### src/verilog/ppc_pkg.sv
package ppc_pkg;

  // Register byte offsets on the APB bus.
  localparam logic [7:0] ADDR_P3_LATCH = 8'h00;
  localparam logic [7:0] ADDR_P3_DIR   = 8'h04;
  localparam logic [7:0] ADDR_P3_OD    = 8'h08;
  localparam logic [7:0] ADDR_P3_PINS  = 8'h0c;
  localparam logic [7:0] ADDR_PF_LATCH = 8'h10;
  localparam logic [7:0] ADDR_PF_DIR   = 8'h14;
  localparam logic [7:0] ADDR_PF_PINS  = 8'h18;
  localparam logic [7:0] ADDR_SYS_CLK  = 8'h1c;

  // Reset value of every port register.
  localparam logic [7:0] PORT_RESET = 8'h00;

  // Field positions.
  localparam int CLK_STOP_BIT  = 3;
  localparam int PF_STROBE_BIT = 3;
  localparam int PF_CLKOUT_BIT = 7;

  // Power state codes on the power state input.
  localparam logic [1:0] PWR_NORMAL  = 2'h0;
  localparam logic [1:0] PWR_SLEEP   = 2'h1;
  localparam logic [1:0] PWR_SW_STBY = 2'h2;
  localparam logic [1:0] PWR_HW_STBY = 2'h3;

  // One bit per operating mode; set where the external bus owns the strobe pin.
  localparam logic [7:0] BUS_MODE_MASK = 8'h76;

  typedef struct packed {
    logic        psel;
    logic        penable;
    logic        pwrite;
    logic [7:0]  paddr;
    logic [31:0] pwdata;
  } ppc_apb_req_t;

  typedef struct packed {
    logic        pready;
    logic [31:0] prdata;
    logic        pslverr;
  } ppc_apb_rsp_t;

  typedef struct packed {
    logic out;
    logic oe;
  } ppc_pad_t;

endpackage

### src/verilog/ppc_pad_cell.sv
// Registered pin driver: push-pull or open-drain, with a forced release.
module ppc_pad_cell (
  input  wire logic             clk_i,
  input  wire logic             rst_n_i,
  input  wire logic             en_i,
  input  wire logic             data_i,
  input  wire logic             od_i,
  input  wire logic             hiz_i,
  output ppc_pkg::ppc_pad_t     pad_o
);

  ppc_pkg::ppc_pad_t st;
  ppc_pkg::ppc_pad_t next_st;

  // Open-drain pulls low for a zero and releases for a one.
  always_comb begin
    next_st.out = data_i;
    next_st.oe  = en_i & ~hiz_i;
    if (od_i) begin
      next_st.out = 1'b0;
      next_st.oe  = en_i & ~hiz_i & ~data_i;
    end
  end

  // Pad state register.
  always_ff @(posedge clk_i) begin
    if (!rst_n_i) begin
      st <= '0;
    end else begin
      st <= next_st;
    end
  end

  assign pad_o = st;
endmodule

### src/verilog/ppc_port_ctrl.sv
// Behaviour
// - Output latch readable and writable at any time.
// - Direction registers write-only, read back zero.
// - Stop bit fixes clock pin high.
// - Clock pin direction zero gives high impedance.
// - Clock pin state follows power state.
// - Port 3 open-drain bit selects open-drain.
// - Open-drain also applies to serial outputs.
// - Bus modes give strobe pin, no interrupt.
//
// Local design decisions: the register addresses and the APB register port.
module ppc_port_ctrl (
  input  wire logic                  CLK_I,
  input  wire logic                  RST_N_I,
  input  ppc_pkg::ppc_apb_req_t      APB_I,
  output ppc_pkg::ppc_apb_rsp_t      APB_O,
  input  wire logic [1:0]            POWER_STATE_I,
  input  wire logic [2:0]            OP_MODE_I,
  input  wire logic [7:0]            SER_DATA_I,
  input  wire logic [7:0]            SER_OE_I,
  input  wire logic                  LOW_BYTE_WRITE_STROBE_N_I,
  input  wire logic [7:0]            P3_PIN_I,
  output logic      [7:0]            P3_PIN_O,
  output logic      [7:0]            P3_PIN_OE_O,
  input  wire logic [7:0]            PF_PIN_I,
  output logic      [7:0]            PF_PIN_O,
  output logic      [7:0]            PF_PIN_OE_O,
  output logic                       EXT_INTERRUPT_3_INPUT_N_O
);

  typedef struct packed {
    logic [7:0]            p3_latch;
    logic [7:0]            p3_dir;
    logic [7:0]            p3_od;
    logic [7:0]            pf_latch;
    logic [7:0]            pf_dir;
    logic                  clock_out_stop;
    logic                  clk_tog;
    logic                  ext_interrupt_3_input_n;
    ppc_pkg::ppc_apb_rsp_t rsp;
  } ppc_state_t;

  ppc_state_t st;
  ppc_state_t next_st;
  logic       setup;
  logic       wr;
  logic       bus_mode;
  logic [15:0] pin_en;
  logic [15:0] pin_data;
  logic [15:0] pin_od;
  logic        hw_stby;
  ppc_pkg::ppc_pad_t pads [16];

  assign setup    = APB_I.psel & ~APB_I.penable;
  assign wr       = APB_I.psel & APB_I.penable & st.rsp.pready & APB_I.pwrite;
  assign bus_mode = ppc_pkg::BUS_MODE_MASK[OP_MODE_I];
  assign hw_stby  = (POWER_STATE_I == ppc_pkg::PWR_HW_STBY);

  // Bus slave, register file and clock divider next state.
  always_comb begin
    next_st             = st;
    next_st.clk_tog     = ~st.clk_tog;
    next_st.ext_interrupt_3_input_n      = bus_mode ? 1'b1 : PF_PIN_I[ppc_pkg::PF_STROBE_BIT];
    next_st.rsp.pready  = setup;
    next_st.rsp.pslverr = 1'b0;
    next_st.rsp.prdata  = '0;
    if (setup && !APB_I.pwrite) begin
      unique case (APB_I.paddr)
        ppc_pkg::ADDR_P3_LATCH: next_st.rsp.prdata[7:0] = st.p3_latch;
        ppc_pkg::ADDR_P3_DIR:   next_st.rsp.prdata      = '0;
        ppc_pkg::ADDR_P3_OD:    next_st.rsp.prdata[7:0] = st.p3_od;
        ppc_pkg::ADDR_P3_PINS:  next_st.rsp.prdata[7:0] = P3_PIN_I;
        ppc_pkg::ADDR_PF_LATCH: next_st.rsp.prdata[7:0] = st.pf_latch;
        ppc_pkg::ADDR_PF_DIR:   next_st.rsp.prdata      = '0;
        ppc_pkg::ADDR_PF_PINS:  next_st.rsp.prdata[7:0] = PF_PIN_I;
        ppc_pkg::ADDR_SYS_CLK:  next_st.rsp.prdata[ppc_pkg::CLK_STOP_BIT] = st.clock_out_stop;
        default:                next_st.rsp.pslverr = 1'b1;
      endcase
    end else if (setup) begin
      unique case (APB_I.paddr)
        ppc_pkg::ADDR_P3_LATCH, ppc_pkg::ADDR_P3_DIR, ppc_pkg::ADDR_P3_OD,
        ppc_pkg::ADDR_PF_LATCH, ppc_pkg::ADDR_PF_DIR, ppc_pkg::ADDR_SYS_CLK: next_st.rsp.pslverr = 1'b0;
        default:                next_st.rsp.pslverr = 1'b1;
      endcase
    end
    if (wr) begin
      unique case (APB_I.paddr)
        ppc_pkg::ADDR_P3_LATCH: next_st.p3_latch = APB_I.pwdata[7:0];
        ppc_pkg::ADDR_P3_DIR:   next_st.p3_dir   = APB_I.pwdata[7:0];
        ppc_pkg::ADDR_P3_OD:    next_st.p3_od    = APB_I.pwdata[7:0];
        ppc_pkg::ADDR_PF_LATCH: next_st.pf_latch = APB_I.pwdata[7:0];
        ppc_pkg::ADDR_PF_DIR:   next_st.pf_dir   = APB_I.pwdata[7:0];
        // Only the stop bit is stored; other bits of this word are ignored.
        ppc_pkg::ADDR_SYS_CLK:  next_st.clock_out_stop = APB_I.pwdata[ppc_pkg::CLK_STOP_BIT];
        default:                next_st.rsp.pslverr = next_st.rsp.pslverr;
      endcase
    end
  end

  // State register.
  always_ff @(posedge CLK_I) begin
    if (!RST_N_I) begin
      st          <= '0;
      st.p3_latch <= ppc_pkg::PORT_RESET;
      st.p3_dir   <= ppc_pkg::PORT_RESET;
      st.p3_od    <= ppc_pkg::PORT_RESET;
      st.pf_latch <= ppc_pkg::PORT_RESET;
      st.pf_dir   <= ppc_pkg::PORT_RESET;
      st.ext_interrupt_3_input_n   <= 1'b1;
    end else begin
      st <= next_st;
    end
  end

  // Per pin source selection; pins 0 to 7 are port 3, 8 to 15 port F.
  for (genvar i = 0; i < 16; i++) begin : g_pin
    if (i < 8) begin : g_p3
      always_comb begin
        pin_data[i] = SER_OE_I[i] ? SER_DATA_I[i] : st.p3_latch[i];
        pin_en[i]   = SER_OE_I[i] | st.p3_dir[i];
        pin_od[i]   = st.p3_od[i];
      end
    end else if (i - 8 == ppc_pkg::PF_STROBE_BIT) begin : g_strobe
      always_comb begin
        pin_data[i] = bus_mode ? LOW_BYTE_WRITE_STROBE_N_I : st.pf_latch[i-8];
        pin_en[i]   = bus_mode | st.pf_dir[i-8];
        pin_od[i]   = 1'b0;
      end
    end else if (i - 8 == ppc_pkg::PF_CLKOUT_BIT) begin : g_clk
      // Hardware standby release comes from the common hiz input.
      always_comb begin
        pin_en[i]   = st.pf_dir[i-8];
        pin_data[i] = st.clock_out_stop | (POWER_STATE_I == ppc_pkg::PWR_SW_STBY) | st.clk_tog;
        pin_od[i]   = 1'b0;
      end
    end else begin : g_pf
      always_comb begin
        pin_data[i] = st.pf_latch[i-8];
        pin_en[i]   = st.pf_dir[i-8];
        pin_od[i]   = 1'b0;
      end
    end
    ppc_pad_cell u_pad (
      .clk_i   (CLK_I),
      .rst_n_i (RST_N_I),
      .en_i    (pin_en[i]),
      .data_i  (pin_data[i]),
      .od_i    (pin_od[i]),
      .hiz_i   (hw_stby),
      .pad_o   (pads[i])
    );
    if (i < 8) begin : g_o3
      assign P3_PIN_O[i]    = pads[i].out;
      assign P3_PIN_OE_O[i] = pads[i].oe;
    end else begin : g_of
      assign PF_PIN_O[i-8]    = pads[i].out;
      assign PF_PIN_OE_O[i-8] = pads[i].oe;
    end
  end

  assign APB_O                     = st.rsp;
  assign EXT_INTERRUPT_3_INPUT_N_O = st.ext_interrupt_3_input_n;
endmodule
### config.mk
export PLATFORM = sky130hd
export DESIGN_NAME = ppc_port_ctrl
export DESIGN_NICKNAME = d
export VERILOG_FILES = /design/src/verilog/ppc_pkg.sv /design/src/verilog/ppc_pad_cell.sv /design/src/verilog/ppc_port_ctrl.sv
export SDC_FILE = /design/constraint.sdc
export NUM_CORES = 1
export LEC_CHECK = 0
export ABC_AREA = 1
export BUFFER_PORTS_ARGS = -buffer_cell sky130_fd_sc_hd__buf_2
export CAP_MARGIN = 20
export CELL_PAD_IN_SITES_DETAIL_PLACEMENT = 0
export CELL_PAD_IN_SITES_GLOBAL_PLACEMENT = 1
export CORE_AREA = 2 2 108 110
export DETAILED_ROUTE_END_ITERATION = 12
export DIE_AREA = 0 0 110 112
export GPL_TIMING_DRIVEN = 0
export HOLD_SLACK_MARGIN = 0.05
export PLACE_DENSITY_LB_ADDON = 0.1
export SYNTH_ARGS = -nofsm -noshare
export SYNTH_HDL_FRONTEND = slang
export SYNTH_SLANG_ARGS = --single-unit
### constraint.sdc
create_clock -name CLK_I -period 1.5 [get_ports CLK_I]
set_input_delay 0.15 -clock CLK_I [delete_from_list [all_inputs] [get_ports CLK_I]]
set_output_delay 0.15 -clock CLK_I [all_outputs]
set_load 0.01 [all_outputs]
==> qor.txt, run 1 <==
Status -> completed
Register area share after synthesis -> 46.0%
Max-Cap Viols -> 0
RSZ-0062 raised after global routing -> false
Grt ovf -> 0
Critical path buffer and inverter count -> 3
Arrival time worst endpoint -> 1.67 ns
Syn avg cell area -> 7.65 sq um
Worst-margin pin slew -> 0.594 ns
Antenna diode count -> 0
Met2 Track Usage GR -> 27.5%
Worst-Skew Late Latency -> 0.34 ns
Worst hold margin -> 0.0661 ns
Fin Clk Skew -> 0.00694 ns
Worst reg2reg path depth -> 6
#FFs+latches synth -> 85
Initial Util -> 33.1%
Clock Tree Buf Depth -> 2
GRT Overall Usage -> 17.5%
Layout area overhead -> 29.5%
TritonRoute pass-1 iters -> 4
Worst Path Max Fanout -> 10
Cell variety after synth -> 27
Setup TNS -> 0 ns
P_sw -> 1.18 mW
Hold-critical path depth -> 3
CP top delay family -> buffers and inverters
Vias/cell -> 4.33
Required time worst endpoint -> 1.77 ns
Die width -> 110 um
Routed WL per cell -> 13.6 um
Clock network fraction of total power -> 45.7%
Flop pwr share -> 46.1%
Hold_sp -> APB_I[42]
Setup CP Type -> reg -> reg
Final Cycle Share -> 93.2%
First-pass GRT wire length -> 16300 um
Ratio of cells with drive above 1 in the final layout -> 30.3%
DIE AREA -> 12300 sq um
Die H -> 112 um
CP Capture Type -> flop
Int Pwr -> 3.81 mW
Fmax -> 715 MHz
Final setup violation count -> 0
Switching Share -> 23.7%
WHS Endpoint -> APB_O[33]
Critical Path Source Type -> flop
Top Ports -> 150
Met1 Resource Use GR -> 23.3%
Post-cts sizing count -> 0
Leak -> 2.35 nW
HPWL after DPL -> 7800 um
Worst path slowest cell -> dfxtp_1
PortBufs -> 100
Total number of vias -> 3324
Crit path largest cell delay -> 0.32 ns
Combinational Power Share -> 8.2%
Cell count after synthesis -> 483
CTS tree -> done
ANT nets after route -> 0
Worst Hold Class -> in -> reg
Critical path cell sequence -> nand4_1 > inv_2 > buf_4 > buf_4 > nand3_1 > a21oi_1
Endpoints failing hold -> 0
Antenna violations before repair -> 0
Worst IR Drop VDD -> 0.000446 V
M3 GR Usage -> 4.10%
Clk pin slew, worst setup/hold paths -> 0.06 ns
Power per cell area -> 1040 nW/um^2
Core Area -> 11200 sq um
GPL Wtd Cong -> 0.825
Setup WS post-layout -> 0.102 ns
Worst setup slack for register-to-register paths -> 0.10 ns
# DRC -> 0
Rows -> 39
Nets -> 703
Num CTS Buffers -> 9
Top Usage Layer GRT -> met2
Fin crit period -> 1.40 ns
Cell mode on critical path -> buf_4
Vias in the first global route -> 3266
RR Startpoint -> APB_O[33]
Synth warn -> 0
R2R Path End -> pin_en[8]
Iter 0 DRT Violations -> 133
Final slew viol count -> 0
Largest net degree at the start of global routing -> 15
H-tree levels -> 3
Post-Synthesis Cell Area -> 3700 sq um
Root Buffer -> clkbuf_16
Setup WS pre-CTS -> 0.0521 ns
Max_slew headroom -> 60.4%
CTS sink cnt -> 85
Total Wirelength -> 10400 um
[synth_stat cells]
library cell,instances,area (sq um)
a21oi_1,30,150
buf_1,2,7.51
buf_2,2,10.0
buf_4,36,270
buf_6,2,22.5
clkbuf_1,3,11.3
clkinv_2,1,5.00
conb_1,1,3.75
dfxtp_1,85,1700
ha_1,1,12.5
inv_1,54,203
inv_2,4,15.0
nand2_1,82,308
nand2_2,6,37.5
nand2_4,3,33.8
nand3_1,37,185
nand3_2,3,30.0
nand4_1,1,6.26
nor2_1,58,218
nor2_2,9,56.3
nor2_4,7,78.8
nor2_8,1,20.0
nor3_1,9,45.0
nor3_2,1,10.0
o21ai_0,35,175
o21ai_1,2,10.0
o221ai_1,8,70.1
[state kept, by name, summed over array words and instances (netlist names)]
signal                     flops
APB_O                         10
pin_od                         8
pin_en                         7
st                            21
EXT_INTERRUPT_3_INPUT_N_O      1
g_pin.u_pad.pad_o             32
pin_data                       6
[stage by stage]
step / instances / utilization, % / power [mW] / area [sq um]
detailed placement: 749 / 39.9 / 2.76 / 4460
global placement: 749 / 39.9 / 2.75 / 4460
CTS: 767 / 42.8 / 5.03 / 4780
floorplan: 506 / - / 2.57 / 3780
finish: 767 / 42.8 / 4.99 / 4780
global route: 767 / 42.8 / 5.19 / 4780
[cells in the final DEF (no fill, tap or decap), types with 2 or more instances in the layout]
cell           count
o221ai_1           8
o21ai_1            2
inv_2              4
nor2_2             9
inv_1             54
a21oi_1           30
nor2_4             7
nand3_2            3
nor3_1             9
nand2_1           82
nand3_1           37
dfxtp_1           85
clkbuf_1           5
clkinv_4           2
nor2_1            58
buf_2            102
buf_4             36
o21ai_0           35
buf_1              2
dlygate4sd3_1      2
clkbuf_16          9
nand2_4            3
conb_1            24
nand2_2            6
buf_6              2
[how the worst max path moves through the flow]
stage	start	to	slack, ns	cells past startpoint
floorplan	APB_O[33]	st[61]	0.39	6
CTS	APB_O[33]	pin_en[8]	0.1	6
finish	APB_O[33]	pin_en[8]	0.10	6
global route	APB_O[33]	pin_en[8]	0.03	6
global placement	APB_I[33]	st[65]	0.08	7
detailed placement	APB_I[33]	st[64]	0.05	7
[metal layers]
layer	share of wire, %	up-vias	routed length [um]
li1	-	1754	-
met1	48	1470	5010
met2	45	96	4680
met3	6.1	4	631
met4	0.68	0	71
met5	0	-	0
[worst reg2reg max path, delay by kind of cell (launching register included)]
family | cells | cell delay [ns]
buffers and inverters | 3 | 0.58
AND/OR/NAND/NOR | 2 | 0.27
AO/OA/AOI/OAI | 1 | 0.15
flip-flops | 1 | 0.32
[power groups by stage]
| stage | Clock (mW) | Combinational (mW) | Sequential, mW |
|---|---|---|---|
| after global routing | 2.43 | 0.455 | 2.30 |
| final | 2.28 | 0.408 | 2.30 |
| after global placement | 0 | 0.403 | 2.35 |
| after CTS | 2.32 | 0.410 | 2.30 |
| after floorplan | 0 | 0.204 | 2.37 |
| after detailed placement | 0 | 0.404 | 2.35 |
[layout make-up]
| type | count | area [sq um] |
|---|---|---|
| repair buffers | 102 | 520 |
| flip-flops and latches | 85 | 1700 |
| clock buffers | 12 | 246 |
| fillers | 1186 | 6390 |
| clock inverters | 4 | 56.3 |
| inverters | 59 | 223 |
| plain buffers | 45 | 322 |
| multi-input cells | 317 | 1540 |
| well taps | 143 | 179 |
[cell families (layout without fill, tap and decap cells)]
group,Yosys count,in the layout,share of synthesized area (%)
compound gates,75,75,11.0
fa+ha+maj,1,1,0.338
buf+inv,104,222,14.7
flops,85,85,46.0
other cells,1,24,0.101
simple gates,217,217,27.8
[what timing repair did]
action                                  in CTS  in global routing
endpoints found under the setup margin       0                  0
hold buffers                                 2                  0
setup buffers                                0                  0
endpoints found under the hold margin        2                  0
No activity file was read; power rests on OpenSTA's default activity.
==> run 2: changes to the inputs <==
- ABC_AREA: 1 -> unset
- CORE_AREA: 2 2 108 110 -> 2 2 104 106
- DIE_AREA: 0 0 110 112 -> 0 0 106 108
==> qor.txt, run 2 <==
Status -> completed (unchanged)
Final Instance Count excl. Fillers -> 648 (was 767)
Fmax -> 712 MHz (was 715 MHz)
Critical Path Source Type -> flop (unchanged)
Total Wirelength -> 9810 um (was 10400 um)
Die width -> 106 um (was 110 um)
Vias/cell -> 4.66 (was 4.33)
Post-Synthesis Cell Area -> 3530 sq um (was 3700 sq um)
CTS tree -> done (unchanged)
Fin Clk Skew -> 0.00700 ns (was 0.00694 ns)
#FFs+latches synth -> 85 (unchanged)
Post-synth top cells -> dfxtp_1, buf_4, nand2_1 (was dfxtp_1, nand2_1, nor2_1)
Top_reg_cell synth -> dfxtp_1 (unchanged)
CTS sink cnt -> 85 (unchanged)
Max-Cap Viols -> 0 (unchanged)
Worst hold margin -> 0.0609 ns (was 0.0661 ns)
First-pass GRT wire length -> 15200 um (was 16300 um)
Clk pin slew, worst setup/hold paths -> 0.08 ns (was 0.06 ns)
RSZ-0062 raised after global routing -> false (unchanged)
GRT Overall Usage -> 17.5% (about the same)
Num CTS Buffers -> 9 (unchanged)
PortBufs -> 99 (was 100)
Crit path depth -> 6 (unchanged)
Top-count cell post-synth -> dfxtp_1 (unchanged)
Critical path cell sequence -> and4_4 > and4_4 > buf_4 > buf_4 > nand3_1 > o21ai_0 (was nand4_1 > inv_2 > buf_4 > buf_4 > nand3_1 > a21oi_1)
Largest register FFs -> 32 (unchanged)
Setup WS pre-CTS -> -0.498 ns (was 0.0521 ns)
Setup CP Type -> reg -> reg (unchanged)
Power per cell area -> 979 nW/um^2 (was 1040 nW/um^2)
Core Area -> 10200 sq um (was 11200 sq um)
Routed WL per cell -> 15.1 um (was 13.6 um)
Antenna violations before repair -> 0 (unchanged)
Hold-critical path depth -> 3 (unchanged)
Ratio of cells with drive above 1 in the final layout -> 35.5% (was 30.3%)
# DRC -> 0 (unchanged)
Worst path slowest cell -> dfxtp_1 (unchanged)
CP top delay family -> simple AND/OR/NAND/NOR gates (was buffers and inverters)
Cell count after synthesis -> 366 (was 483)
Rows -> 37 (was 39)
Fin crit period -> 1.40 ns (about the same)
Area contributors post-synth -> dfxtp_1, buf_4, mux2i_1 (was dfxtp_1, nand2_1, buf_4)
Grt ovf -> 0 (unchanged)
GPL Wtd Cong -> 0.811 (was 0.825)
Cell variety after synth -> 44 (was 27)
Number of enable flip-flop cells after synthesis -> 0 (unchanged)
Worst IR Drop VDD -> 0.000419 V (was 0.000446 V)
Worst reg2reg path depth -> 6 (unchanged)
Iter 0 DRT Violations -> 104 (was 133)
Final setup violation count -> 0 (unchanged)
Post-synth ARST share -> 0% (unchanged)
Initial Util -> 34.5% (was 33.1%)
Most common cell after layout, fill and taps aside -> buf_2 (unchanged)
Share of the synthesized area in the top cell type -> 48.2% (was 46.0%)
Clock Tree Buf Depth -> 2 (unchanged)
Largest net degree at the start of global routing -> 14 (was 15)
Post-Layout Inst Area -> 4600 sq um (was 4780 sq um)
DIE AREA -> 11400 sq um (was 12300 sq um)
Post-synth top area cell -> dfxtp_1 (unchanged)
CP Capture Type -> flop (unchanged)
Root Buffer -> clkbuf_8 (was clkbuf_16)
Leak -> 2.14 nW (was 2.35 nW)
Top Ports -> 150 (unchanged)
Endpoints failing hold -> 0 (unchanged)
Antenna diode count -> 0 (unchanged)
Most frequent cells in the layout -> buf_2, dfxtp_1, buf_4 (was buf_2, dfxtp_1, nand2_1)
Worst Hold Class -> in -> reg (unchanged)
Synth warn -> 0 (unchanged)
Crit path largest cell delay -> 0.33 ns (was 0.32 ns)
Worst Path Max Fanout -> 10 (unchanged)
Worst-Skew Late Latency -> 0.35 ns (was 0.34 ns)
Max_slew headroom -> 63.1% (was 60.4%)
H-tree levels -> 3 (unchanged)
Final slew viol count -> 0 (unchanged)
Area after DPL -> 4280 sq um (was 4460 sq um)
HPWL after DPL -> 7490 um (was 7800 um)
Total number of vias -> 3022 (was 3324)
Arrival time worst endpoint -> 1.69 ns (was 1.67 ns)
Required time worst endpoint -> 1.78 ns (was 1.77 ns)
Post-CTS setup buffers -> 0 (unchanged)
ANT nets after route -> 0 (unchanged)
DP Cell Count -> 624 (was 749)
Final core occ -> 45.0% (was 42.8%)
Vias in the first global route -> 2894 (was 3266)
Syn avg cell area -> 9.65 sq um (was 7.65 sq um)
Critical path buffer and inverter count -> 2 (was 3)
Layout area overhead -> 30.4% (was 29.5%)
TritonRoute pass-1 iters -> 5 (was 4)
Worst-margin pin slew -> 0.554 ns (was 0.594 ns)
Register area share after synthesis -> 48.2% (was 46.0%)
Final Cycle Share -> 93.7% (was 93.2%)
Setup WS post-layout -> 0.0952 ns (was 0.102 ns)
Die H -> 108 um (was 112 um)
Nets -> 593 (was 703)
run 2: changes by cell type after synthesis, moves of 17 or more:
cell and delta:
inv_1 -51, nor2_1 -51, nand2_1 -48, mux2i_1 +17, a21oi_1 -20
run 2: cell type report:
| type | count | area, sq um |
|---|---|---|
| timing repair buffer | 109 | 596 |
| tap | 136 | 170 |
| clock buffer | 10 | 138 |
| multi-input combinational | 246 | 1550 |
| clock inverter | 4 | 73.8 |
| buffer | 55 | 360 |
| fill | 1048 | 5630 |
| sequential | 85 | 1700 |
| inverter | 3 | 11.3 |
run 2: metrics by stage:
stage,setup TNS [ns],power [mW]
2_1_floorplan,0,2.59
3_3_place_gp,-7.91,2.76
3_5_place_dp,-9.13,2.76
4_1_cts,0,4.54
5_1_grt,0,4.69
6_report,0,4.51
run 2: worst paths after layout:
check,startpoint,end,slack (ns)
worst max-delay path,APB_O[33],st[66],0.1
worst min-delay path,APB_I[6],st[67],0.06
worst max register to register,APB_O[33],st[66],0.1
worst min register to register,st[35],st[35],0.41
run 2: worst register-to-register path, delay by kind of cell (launching register included):
family / cells / cell delay [ns]
and+or+nand+nor: 3 / 0.59
AOI/OAI and AO/OA: 1 / 0.10
DFF: 1 / 0.33
buffers and inverters: 2 / 0.32
run 2: what timing repair did:
action / 4_1_cts / 5_1_grt
hold buffers: 10 / 0
setup endpoints to repair: 6 / 25
resized for setup: 1 / 4
hold endpoints to repair: 10 / 0
cloned: 0 / 0
run 2: metal layers:
metal  global-route usage, %  share of wire, %
met1                    23.9                47
met2                    27.7                46
met3                    3.25               4.9
met4                    6.48               1.5
met5                       0                 0
run 2: cell families after synthesis:
group	after synthesis	share of synthesized area, %
other cells	1	0.106
simple gates	115	18.5
flops	85	48.2
mux	28	8.65
compound gates	78	13.7
buf+inv	58	10.5
fa+ha+maj	1	0.354
run 2: where the power goes:
group          switching, mW  internal (mW)  total [mW]
registers            0.00844           2.29        2.29
clock network          0.805          0.966        1.77
logic                  0.236          0.206       0.442
total                   1.05           3.46        4.51
